**config.mk**
```make
export PLATFORM = sky130hd
export DESIGN_NAME = mcm_mailbox
export DESIGN_NICKNAME = d
export VERILOG_FILES = /design/src/mcm_mailbox.v /design/src/mcm_timekeeper.v
export VERILOG_INCLUDE_DIRS = /design/src
export SDC_FILE = /design/constraint.sdc
export NUM_CORES = 2
export LEC_CHECK = 0
export BUFFER_PORTS_ARGS = -buffer_cell sky130_fd_sc_hd__buf_2
export CAP_MARGIN = 20
export CELL_PAD_IN_SITES_DETAIL_PLACEMENT = 1
export CELL_PAD_IN_SITES_GLOBAL_PLACEMENT = 1
export CORE_AREA = 5 5 282 284
export DETAILED_ROUTE_END_ITERATION = 8
export DIE_AREA = 0 0 287 289
export HOLD_SLACK_MARGIN = 0.1
export PLACE_DENSITY = 0.82
export SLEW_MARGIN = 25
export SYNTH_ARGS = -nofsm -noshare
export SYNTH_HDL_FRONTEND = slang
export SYNTH_SLANG_ARGS = --single-unit
```
**constraint.sdc**
```tcl
create_clock -name ref_clk -period 4.2 [get_ports ref_clk]
set_clock_uncertainty 0.15 [all_clocks]
set_input_delay 0.42 -clock ref_clk [delete_from_list [all_inputs] [get_ports ref_clk]]
set_output_delay 0.42 -clock ref_clk [all_outputs]
set_load 0.03 [all_outputs]
```
**src/mcm_map.vh**
```
/*
 * Constants for the command mailbox with date and time keeping.
 * Assumes a 100 MHz ref_clk and 16-bit register words addressed by register address.
 */
// Behaviour
// RULE1 - Master writes twenty registers from buffer base
// RULE2 - Last three buffer words hold setup constants
// RULE3 - Status reads in-progress while command executes
// RULE4 - Master checks link after one second busy
// RULE5 - Echo register returns executed command code
// RULE6 - Master restarts sequence on echo mismatch
// RULE7 - Status low byte: zero success, else error
// RULE8 - Too many parameters gives error fifteen
// RULE9 - Read-date success sets reply length eight
// RULE10 - Reply word one: month high, day low
// RULE11 - Reply word two: year offset, hour
// RULE12 - Reply word three: minutes high, seconds low
// RULE13 - Reply word four: sixteen-bit milliseconds
// RULE14 - Synchronized only within two hours of sync
// RULE15 - Broadcast every newly received date and time; a command time in the same cycle as ext_set_time is not broadcast
// RULE16 - Modules stamp events with current date
// RULE17 - Accept set-time function or set-time command
// RULE18 - Read-date command: code 768, length ten
// RULE19 - Publish results before clearing in-progress status
`ifndef MCM_MAP_VH
`define MCM_MAP_VH
`define MCM_BUF_BASE 16'h1F40
`define MCM_BUF_LAST 16'h1F53
`define MCM_ECHO 16'h1F54
`define MCM_STATUS 16'h1F55
`define MCM_RLEN 16'h1F56
`define MCM_REPLY_MD 16'h1F57
`define MCM_REPLY_YH 16'h1F58
`define MCM_REPLY_MS 16'h1F59
`define MCM_REPLY_MSEC 16'h1F5A
`define MCM_BUF_WORDS 20
`define MCM_CMD_READ_DATE 16'h0300
`define MCM_CMD_SET_TIME 16'h0301
`define MCM_FIXED_LEN 16'h000A
`define MCM_SET_LEN 16'h0012
`define MCM_STAT_BUSY 16'h0003
`define MCM_ERR_NONE 8'h00
`define MCM_ERR_RANGE 8'h0F
`define MCM_ERR_UNKNOWN 8'h0E
`define MCM_REPLY_LEN 16'h0008
`define MCM_RST_WORD 16'h0000
`define MCM_RST_DAY 8'h01
`define MCM_RST_MONTH 8'h01
`define MCM_CLK_PERIOD_NS 10
`define MCM_MS_NS 1000000
`define MCM_MS_CYCLES (`MCM_MS_NS / `MCM_CLK_PERIOD_NS)
`define MCM_SYNC_HOURS 2
`define MCM_SYNC_MS (`MCM_SYNC_HOURS * 3600 * 1000)
`endif

```
**src/mcm_mailbox.v**
```verilog
/*
 * Command mailbox: twenty-word command buffer, command execution, status,
 * echo and reply registers, plus date keeping and broadcast to internal modules.
 * Assumes register accesses are single-cycle strobes synchronous to ref_clk,
 * one word per strobe, as a Modbus front end would deliver them.
 */
`timescale 1ns/100ps
`default_nettype none
`include "mcm_map.vh"
module mcm_mailbox #(
  parameter integer MS_CYCLES = `MCM_MS_CYCLES,
  parameter integer SYNC_MS = `MCM_SYNC_MS,
  parameter [15:0] CMD_SET_TIME = `MCM_CMD_SET_TIME
) (
  input wire ref_clk,
  input wire reset,
  input wire clk_en,
  input wire [15:0] reg_addr,
  input wire reg_wr,
  input wire [15:0] reg_wdata,
  input wire reg_rd,
  output reg [15:0] reg_rdata_q,
  output reg reg_rvalid_q,
  input wire ext_set_time,
  input wire [63:0] ext_datetime,
  output reg [63:0] now_datetime_q,
  output reg synced_q,
  output reg bcast_valid_q,
  output reg [63:0] bcast_datetime_q,
  output reg busy_q
);
  localparam [2:0] ST_IDLE = 3'b001;
  localparam [2:0] ST_EXEC = 3'b010;
  localparam [2:0] ST_DONE = 3'b100;

  reg [15:0] buf_q [0:`MCM_BUF_WORDS-1];
  reg [2:0] state_q;
  reg [15:0] echo_q, status_q, rlen_q;
  reg [15:0] reply_md_q, reply_yh_q, reply_ms_q, reply_msec_q;
  reg [7:0] err_q;
  reg cmd_load_q;
  reg [63:0] cmd_time_q;
  reg [15:0] rd_d;
  wire [63:0] tk_now;
  wire tk_synced;
  wire tk_load;
  wire [63:0] tk_time;
  wire in_buf;
  wire [4:0] buf_idx;
  wire [15:0] buf_off;
  integer i;

  assign buf_off = reg_addr - `MCM_BUF_BASE;
  assign buf_idx = buf_off[4:0];
  assign in_buf = (reg_addr >= `MCM_BUF_BASE) && (reg_addr <= `MCM_BUF_LAST);
  // A command-driven load and a Modbus set-time in the same cycle: the pin wins.
  assign tk_load = ext_set_time | cmd_load_q; // RULE17
  assign tk_time = ext_set_time ? ext_datetime : cmd_time_q;

  mcm_timekeeper #(
    .MS_CYCLES(MS_CYCLES),
    .SYNC_MS(SYNC_MS)
  ) u_timekeeper (
    .ref_clk(ref_clk),
    .reset(reset),
    .clk_en(clk_en),
    .load(tk_load),
    .load_datetime(tk_time),
    .now_datetime(tk_now),
    .synced_q(tk_synced)
  );

  always @* begin
    rd_d = 16'h0000;
    if (in_buf) begin
      rd_d = buf_q[buf_idx];
    end else begin
      case (reg_addr)
        `MCM_ECHO: rd_d = echo_q;
        `MCM_STATUS: rd_d = status_q;
        `MCM_RLEN: rd_d = rlen_q;
        `MCM_REPLY_MD: rd_d = reply_md_q;
        `MCM_REPLY_YH: rd_d = reply_yh_q;
        `MCM_REPLY_MS: rd_d = reply_ms_q;
        `MCM_REPLY_MSEC: rd_d = reply_msec_q;
        default: rd_d = 16'h0000;
      endcase
    end
  end

  always @(posedge ref_clk) begin
    if (reset) begin
      for (i = 0; i < `MCM_BUF_WORDS; i = i + 1) begin
        buf_q[i] <= `MCM_RST_WORD;
      end
      state_q <= ST_IDLE;
      echo_q <= `MCM_RST_WORD;
      status_q <= `MCM_RST_WORD;
      rlen_q <= `MCM_RST_WORD;
      reply_md_q <= `MCM_RST_WORD;
      reply_yh_q <= `MCM_RST_WORD;
      reply_ms_q <= `MCM_RST_WORD;
      reply_msec_q <= `MCM_RST_WORD;
      err_q <= `MCM_ERR_NONE;
      cmd_load_q <= 1'b0;
      cmd_time_q <= 64'h0;
      reg_rdata_q <= 16'h0000;
      reg_rvalid_q <= 1'b0;
      now_datetime_q <= 64'h0;
      synced_q <= 1'b0;
      bcast_valid_q <= 1'b0;
      bcast_datetime_q <= 64'h0;
      busy_q <= 1'b0;
    end else if (clk_en) begin
      reg_rvalid_q <= reg_rd;
      if (reg_rd) begin
        reg_rdata_q <= rd_d;
      end
      now_datetime_q <= tk_now; // RULE16
      synced_q <= tk_synced; // RULE14
      bcast_valid_q <= tk_load; // RULE15
      if (tk_load) begin
        bcast_datetime_q <= tk_time; // RULE15
      end
      cmd_load_q <= 1'b0;
      // The buffer stays writable while busy; execution samples it in ST_EXEC only.
      if (reg_wr && in_buf) begin
        buf_q[buf_idx] <= reg_wdata; // RULE1
      end
      case (state_q)
        ST_IDLE: begin
          // The write of the last buffer word closes the block write and launches it.
          if (reg_wr && (reg_addr == `MCM_BUF_LAST)) begin
            status_q <= `MCM_STAT_BUSY; // RULE3
            busy_q <= 1'b1;
            state_q <= ST_EXEC;
          end
        end
        ST_EXEC: begin
          // Echo, reply length and reply words settle here, before ST_DONE writes status and clears busy.
          echo_q <= buf_q[0]; // RULE5 RULE19
          rlen_q <= 16'h0000;
          err_q <= `MCM_ERR_NONE;
          if (buf_q[0] == `MCM_CMD_READ_DATE) begin
            if (buf_q[1] > `MCM_FIXED_LEN) begin
              err_q <= `MCM_ERR_RANGE; // RULE8
            end else begin
              rlen_q <= `MCM_REPLY_LEN; // RULE9
              reply_md_q <= tk_now[63:48]; // RULE10
              reply_yh_q <= tk_now[47:32]; // RULE11
              reply_ms_q <= tk_now[31:16]; // RULE12
              reply_msec_q <= tk_now[15:0]; // RULE13
            end
          end else if (buf_q[0] == CMD_SET_TIME) begin
            if (buf_q[1] > `MCM_SET_LEN) begin
              err_q <= `MCM_ERR_RANGE; // RULE8
            end else begin
              cmd_time_q <= {buf_q[6], buf_q[7], buf_q[8], buf_q[9]};
              cmd_load_q <= 1'b1; // RULE17
            end
          end else begin
            err_q <= `MCM_ERR_UNKNOWN; // RULE7
          end
          state_q <= ST_DONE;
        end
        ST_DONE: begin
          status_q <= {echo_q[15:8], err_q}; // RULE7 RULE19
          busy_q <= 1'b0;
          state_q <= ST_IDLE;
        end
        default: begin
          state_q <= ST_IDLE;
        end
      endcase
    end
  end
endmodule
`default_nettype wire

```
**src/mcm_timekeeper.v**
```verilog
/*
 * Running calendar clock with millisecond resolution and a sync-age flag.
 * Assumes load is a single-cycle pulse carrying a valid packed date and time.
 */
`timescale 1ns/100ps
`default_nettype none
`include "mcm_map.vh"
module mcm_timekeeper #(
  parameter integer MS_CYCLES = `MCM_MS_CYCLES,
  parameter integer SYNC_MS = `MCM_SYNC_MS
) (
  input wire ref_clk,
  input wire reset,
  input wire clk_en,
  input wire load,
  input wire [63:0] load_datetime,
  output wire [63:0] now_datetime,
  output reg synced_q
);
  reg [31:0] tick_q;
  reg [31:0] age_q;
  reg [7:0] month_q, day_q, year_q, hour_q, min_q, sec_q;
  reg [15:0] msec_q;
  wire ms_tick;

  // Leap years follow the four-year rule, which is exact for 2000 to 2099.
  function [7:0] days_in;
    input [7:0] m;
    input [7:0] y;
    begin
      case (m)
        8'h02: days_in = (y[1:0] == 2'h0) ? 8'h1D : 8'h1C;
        8'h04, 8'h06, 8'h09, 8'h0B: days_in = 8'h1E;
        default: days_in = 8'h1F;
      endcase
    end
  endfunction

  assign ms_tick = (tick_q == MS_CYCLES - 1);
  assign now_datetime = {month_q, day_q, year_q, hour_q, min_q, sec_q, msec_q}; // RULE16

  always @(posedge ref_clk) begin
    if (reset) begin
      tick_q <= 32'h0;
      age_q <= 32'h0;
      synced_q <= 1'b0;
      month_q <= `MCM_RST_MONTH;
      day_q <= `MCM_RST_DAY;
      year_q <= 8'h00;
      hour_q <= 8'h00;
      min_q <= 8'h00;
      sec_q <= 8'h00;
      msec_q <= 16'h0000;
    end else if (clk_en) begin
      if (load) begin
        {month_q, day_q, year_q, hour_q, min_q, sec_q, msec_q} <= load_datetime;
        tick_q <= 32'h0;
        age_q <= 32'h0;
        synced_q <= 1'b1; // RULE14
      end else begin
        tick_q <= ms_tick ? 32'h0 : tick_q + 32'h1;
        if (ms_tick && synced_q) begin
          age_q <= age_q + 32'h1;
          if (age_q == SYNC_MS - 1) begin
            synced_q <= 1'b0; // RULE14
          end
        end
        if (ms_tick) begin
          msec_q <= (msec_q == 16'h03E7) ? 16'h0000 : msec_q + 16'h1;
          if (msec_q == 16'h03E7) begin
            sec_q <= (sec_q == 8'h3B) ? 8'h00 : sec_q + 8'h1;
            if (sec_q == 8'h3B) begin
              min_q <= (min_q == 8'h3B) ? 8'h00 : min_q + 8'h1;
              if (min_q == 8'h3B) begin
                hour_q <= (hour_q == 8'h17) ? 8'h00 : hour_q + 8'h1;
                if (hour_q == 8'h17) begin
                  if (day_q == days_in(month_q, year_q)) begin
                    day_q <= `MCM_RST_DAY;
                    month_q <= (month_q == 8'h0C) ? `MCM_RST_MONTH : month_q + 8'h1;
                    if (month_q == 8'h0C) begin
                      year_q <= year_q + 8'h1;
                    end
                  end else begin
                    day_q <= day_q + 8'h1;
                  end
                end
              end
            end
          end
        end
      end
    end
  end
endmodule
`default_nettype wire

```
Yosys cells after proc, flatten, opt, wreduce, memory -nomap -nowiden. Memories as Yosys holds them, arrays and structs flattened. A register that Yosys moved wholly into a read port is not among the register bits. Index checks and enable logic that the tools add are counted.

Register bits: 401. RAM bits: 320. Output and inout bits: 148. Logic and storage cells: 192. Memories kept: 1.

Memories: buf_q (depth 20, width 16, read ports 7, clocked after memory_dff 4, wr ports 20, line mcm_mailbox.v:36) `` reg [15:0] buf_q [0:`MCM_BUF_WORDS-1]; ``.

Add/subtract/negate cells: 10. $lt $le $gt $ge: 4. Equality and inequality tests: 27. Multiplexer cells: 86. Bitwise operators: 4. Reduce and logical (&&, ||, !) cells: 33.

Operators by type and width (count): $mux 8 (48); $eq 16x13->1 const B (8); $mux 32 (4); $pmux 16 s7 (1); $mux 16 (6); $add 32x1->32 const B (2); $mux 64 (1); $add 8x1->8 const B (6); $eq 16x10->1 const B (3); $eq 32x17->1 const B (1); $eq 32x23->1 const B (1); $pmux 16 s2 (1); $eq 8x4->1 const B (3); $reduce_bool 2->1 (10); $add 16x1->16 const B (1); $eq 8x3->1 const B (2); $eq 8x6->1 const B (2); $ge 16x13->1 const B (1); $gt 16x4->1 const B (1); $gt 16x5->1 const B (1); $le 16x13->1 const B (1); $mux 1 (16); $mux 4 (4); $pmux 8 s2 (1); 25 further kinds (39).

Depth between registers and ports, before layout.
Depth after elaboration: 19. Mapped depth: 10. Depth with buffers taken out: 9.

Cells and area by module. A second synthesis with hierarchy kept.

Cell total of the unflattened synthesis: 3568. Area total of the unflattened synthesis: 41747.5 sq um.

By module, submodules not included: mcm_mailbox (instances 1, cells each 2673, area each 34658.2 sq um, sequential area each 21580.7 sq um); mcm_timekeeper (instances 1, cells each 895, area each 7089.3 sq um, sequential area each 2582.5 sq um).

Worst setup path before layout. Ideal clock, no wire load.

Path kind: input -> register. Start point: input reg_addr[13]. End point: memory buf_q[11][0], enable pin. Arrival: 3129 ps. Required time: 3639 ps. Slack: 510 ps. Cell stages on the path: 6. Path buffers: 0. Cells stage by stage: or4b_1 -> nor3_1 -> o221ai_2 -> nor4_4 -> nand2_1 -> o21ai_0.

RTL lines: from (decl) (line mcm_mailbox.v:18) `input wire [15:0] reg_addr,`; to (decl) (line mcm_mailbox.v:36).

Worst setup path after layout.
Start point: register u_timekeeper.month_q[7]. End point: register u_timekeeper.month_q[6].

Cells in the longest elaborated chain, start to end: 14.

Ends and longest elaborated chain: from (decl) (line mcm_timekeeper.v:22) `reg [7:0] month_q, day_q, year_q, hour_q, min_q, sec_q;`; from (signal assigned) (line mcm_timekeeper.v:47) `` month_q <= `MCM_RST_MONTH; ``; from (signal assigned) (line mcm_timekeeper.v:56) `{month_q, day_q, year_q, hour_q, min_q, sec_q, msec_q} <= load_datetime;`; from (signal assigned) (line mcm_timekeeper.v:79) `` month_q <= (month_q == 8'h0C) ? `MCM_RST_MONTH : month_q + 8'h1; ``; $eq 8x3->1 / $eq 8x4->1 (equally long branches) (line mcm_timekeeper.v:31) `case (m)`; $reduce_or 4->1 (line mcm_timekeeper.v:31); $pmux 8 s2 (line mcm_timekeeper.v:31); $mux 8 (line mcm_timekeeper.v:76) `if (hour_q == 8'h17) begin`; $mux 8 (line mcm_timekeeper.v:74) `if (min_q == 8'h3B) begin`; $mux 8 (line mcm_timekeeper.v:72) `if (sec_q == 8'h3B) begin`; $mux 8 (line mcm_timekeeper.v:70) `if (msec_q == 16'h03E7) begin`; $mux 8 (line mcm_timekeeper.v:68) `if (ms_tick) begin`; $mux 8 (line mcm_timekeeper.v:55) `if (load) begin`; $mux 8 (line mcm_timekeeper.v:54) `end else if (clk_en) begin`; $mux 8 (line mcm_timekeeper.v:43) `if (reset) begin`; $eq 8x8->1 (line mcm_timekeeper.v:77) `if (day_q == days_in(month_q, year_q)) begin`; $reduce_bool 2->1 (no source line); $reduce_and 7->1 (no source line).

Parallel ways exist; a longest one is shown, timed or not. The select of a mux whose other input is x is not followed. A chain may end at the register's enable or synchronous reset.

==> flow_summary.yaml <==
setup_path:
  r2r_setup_slack_ns: 0.61
  cp.depth: 7
  crit_type: "register to register"
  crit_chain: "nor4_2, nand3_1, xor2_1, o21ai_0, nand2_1, o311ai_0, o41ai_1"
  r2r_cells: 7
  crit_fanout: 11
  arrival_ns: 3.91
  critPathCaptureType: "register"
  start_kind: "register"
  required_ns: 4.52
  path_delay_family: "simple AND/OR/NAND/NOR gates"
  critPathMaxStageDelay_ns: 0.64
  r2r-start: "u_timekeeper.month_q[7]$_SDFFE_PP0P_"
  cp-startpoint: "u_timekeeper.month_q[7]$_SDFFE_PP0P_"
  crit_slowest_cell: "nor4_2"
  crit_buf_inv: 0
  cp-endpoint: "u_timekeeper.month_q[6]$_SDFFE_PP0P_"
  r2r-end: "u_timekeeper.month_q[6]$_SDFFE_PP0P_"
layout:
  multi_input_area_um2: 15400
  finish.net_count: 3820
  fill_cells: 8246
  syn_to_final_growth_pct: 16.8
  area.sequential_um2: 20300
  instances_no_fill: 4821
  drive_gt1_frac: 0.167
timing:
  fin_crit_ns: 3.59
  clock.fmax_mhz: 279
  hold_viol_final: 0
  final_max_slew_viol_count: 0
  setup_violations: 0
  fin_setup_tns_ns: 0
  tightest_slew_ns: 1.04
  rsz0062_at_grt: "no"
  period_share: 0.854
  slew_headroom: 0.305
clocking:
  htree_num_levels: 3
  clock_latency_ns: 0.65
  cts_resized: 0
  cts_max_path_buffers: 3
  clockRootBuffer: "clkbuf_16"
  post_cts_buffers: 0
  clk_pin_slew_ns: 0.07
  cts_tree: "done"
  cts_buffers: 88
  clock_sinks: 823
placement:
  io_buffers: 249
  hpwl_um: 88800
  dp.cells: 4591
  gp_congestion: 0.901
route:
  postRouteAntennaNets: 0
  dr_total_vias: 29500
  drc: 0
  first_iter_violations: 2934
  wirelength_um: 132000
  routedWlPerCell_um: 27.3
  viasPerCell: 6.13
  drt-pass1-iter-count: 6
global_routing:
  grt.overflow.total: 0
  antenna_found_initial: 2
  grt_pass1_wl_um: 195000
  grt_pass1_vias: 30100
  grt_max_degree: 182
  grtUsageTotal: 0.309
synthesis:
  syn_area_um2: 36500
  netlist_instances: 3422
  synth-xor-area-share: 0.0129
  synth_ff_type: "dfxtp_1"
  synth_top_family_by_area: "simple AND/OR/NAND/NOR gates"
  synth-async-reset-ratio: 0
  synth.top_cell.area_share: 0.316
  synth_fa_ha_area_frac: 0.00445
  seq_area_frac_synth: 0.556
  synth-edff-count: 384
  yosysTopAreaCell: "edfxtp_1"
  syn_avg_cell_area_um2: 10.7
  ys_seq_elements: 823
  synth.area.top_cells: "edfxtp_1, dfxtp_1, mux4_2"
  synth_compound_area_frac: 0.102
  synth_cell_type_count: 73
  yosysWarnings: 0
  synthMuxAreaShare: 0.112
  synthSimpleGateAreaFrac: 0.182
status:
  status: "finished clean"
power_and_ir_drop:
  clock_power_share: 0.439
  peakVddDrop_v: 0.000295
  pwr_density_cell_nw_per_um2: 428
  share_comb_of_total_power: 0.077
  swShare: 0.246
  internal_power_uw: 13800
  p_leak_uw: 0.0156
  power.switching_uw: 4490
  sequentialPowerShare: 0.485
die:
  fp.dieArea_um2: 82900
  core_um2: 76800
  io_pins: 250
  die_x_um: 287
  chipHeight_um: 289
  start_util: 0.476
  row_count: 102
flow_run:
  drv_cap: 0
min_path:
  hp-class: "input pin to register"
-- flip-flops by register name, summed over array words and instances, names as in the netlist, 11 cells and up --
name / cells
bcast_datetime_q: 64
buf_q: 384
cmd_time_q: 64
echo_q: 16
now_datetime_q: 64
reg_rdata_q: 16
reply_md_q: 16
reply_ms_q: 16
reply_msec_q: 16
reply_yh_q: 16
status_q: 11
u_timekeeper.age_q: 32
u_timekeeper.msec_q: 16
u_timekeeper.tick_q: 32
-- cell usage in the layout (no fill, tap or decap), types with 13 or more instances in the layout --
cell type,n
ha_1,13
clkbuf_16,92
buf_2,244
nand3_1,72
and2_1,337
a22oi_1,33
dfxtp_1,439
edfxtp_1,384
dlygate4sd3_1,64
o21ai_0,106
xnor2_1,26
clkinv_2,21
nand4_1,23
mux2i_1,155
nor3_1,49
and3_1,33
inv_1,16
a21oi_1,294
conb_1,64
nand2b_1,19
or2_2,14
nor2_1,311
a211oi_1,59
xor2_1,28
buf_4,83
clkbuf_8,13
nand2_1,401
o31ai_1,16
o21ai_1,16
nor4_1,21
mux4_2,112
a22o_1,15
-- power groups by stage --
stage	sequential (uW)	combinational [uW]	clock, uW
2_1_floorplan	9020	708	0
3_3_place_gp	8980	1270	0
3_5_place_dp	9010	1300	0
4_1_cts	8840	1360	8050
5_1_grt	8860	1450	8410
6_report	8850	1400	8010
-- how the worst min path moves through the flow --
stage / slack, ns / cells after the start / from / to
2_1_floorplan: 0.28 / 2 / reply_md_q[14]$_SDFFE_PP0P_ / reply_md_q[14]$_SDFFE_PP0P_
3_3_place_gp: 0.29 / 2 / reply_yh_q[10]$_SDFFE_PP0P_ / reply_yh_q[10]$_SDFFE_PP0P_
3_5_place_dp: 0.30 / 2 / reply_yh_q[10]$_SDFFE_PP0P_ / reply_yh_q[10]$_SDFFE_PP0P_
4_1_cts: 0.13 / 3 / ext_datetime[53] / bcast_datetime_q[53]$_SDFFE_PP0P_
5_1_grt: 0.15 / 3 / ext_datetime[53] / bcast_datetime_q[53]$_SDFFE_PP0P_
6_report: 0.15 / 4 / reg_rd / reg_rvalid_q$_SDFFE_PP0P_
-- per-stage QoR --
step | utilization | hold slack, ns | worst slack, ns | area [um2] | total power, uW
floorplan | - | 0.278 | 0.510 | 36800 | 9720
global placement | 0.508 | 0.290 | 0.820 | 39100 | 10200
detailed placement | 0.508 | 0.298 | 0.550 | 39100 | 10300
CTS | 0.555 | 0.130 | 0.704 | 42700 | 18300
global route | 0.555 | 0.150 | 0.398 | 42700 | 18700
finish | 0.555 | 0.149 | 0.614 | 42700 | 18300
-- synthesized netlist by cell type (5+ instances only) --
cell / count
nor2_1: 315
mux2i_1: 155
xor2_1: 28
dfxtp_1: 439
nor3_1: 49
edfxtp_1: 384
o21ai_0: 119
nor4_1: 21
or2_2: 14
a311oi_1: 12
o32ai_1: 5
a211oi_1: 59
o31ai_1: 16
nand4_1: 23
nand3_1: 73
nand2b_1: 19
mux4_2: 112
a221o_1: 6
buf_1: 37
ha_1: 13
xnor2_1: 26
nand2_1: 401
o22ai_1: 12
a21oi_1: 294
or3_1: 9
inv_1: 16
buf_2: 11
and3_1: 33
clkbuf_1: 218
nor2b_1: 12
nor4bb_1: 7
a22o_1: 15
and2_1: 337
a222oi_1: 10
a22oi_1: 33
nor3b_1: 8
and4_1: 6
a31oi_1: 6
-- layer usage --
metal	track usage	up-vias	routed length [um]
li1	-	12800	-
met1	0.381	14900	49100
met2	0.519	1523	63600
met3	0.0489	374	10400
met4	0.175	2	8620
met5	0	-	13
-- worst reg2reg max path, cell delays in order (launching register included) --
cell      delay (ns)
dfxtp_1         0.48
nor4_2          0.64
nand3_1         0.17
xor2_1          0.17
o21ai_0         0.58
nand2_1         0.49
o311ai_0        0.55
o41ai_1         0.18
-- what timing repair did --
item	in CTS	in global routing
hold buffers	64	0
endpoints found under the setup margin	0	0
hold endpoints to repair	125	0
-- cell type report --
class                      instances  share of cell area
timing repair buffer             399              0.0615
tap                             1040              0.0305
inverter                          18             0.00158
antenna                            2            0.000117
sequential                       823               0.476
clock buffer                     117              0.0592
clock inverter                    47              0.0101
multi-input combinational       2375               0.361
-- cells by family after synthesis --
kind of cell	count (synthesis)
fa+ha+maj	13
buf+inv	287
other cells	1
flops	823
compound gates	623
simple gates	1352
xor+xnor	54
mux	269
Power figures use the tool's default switching activity.
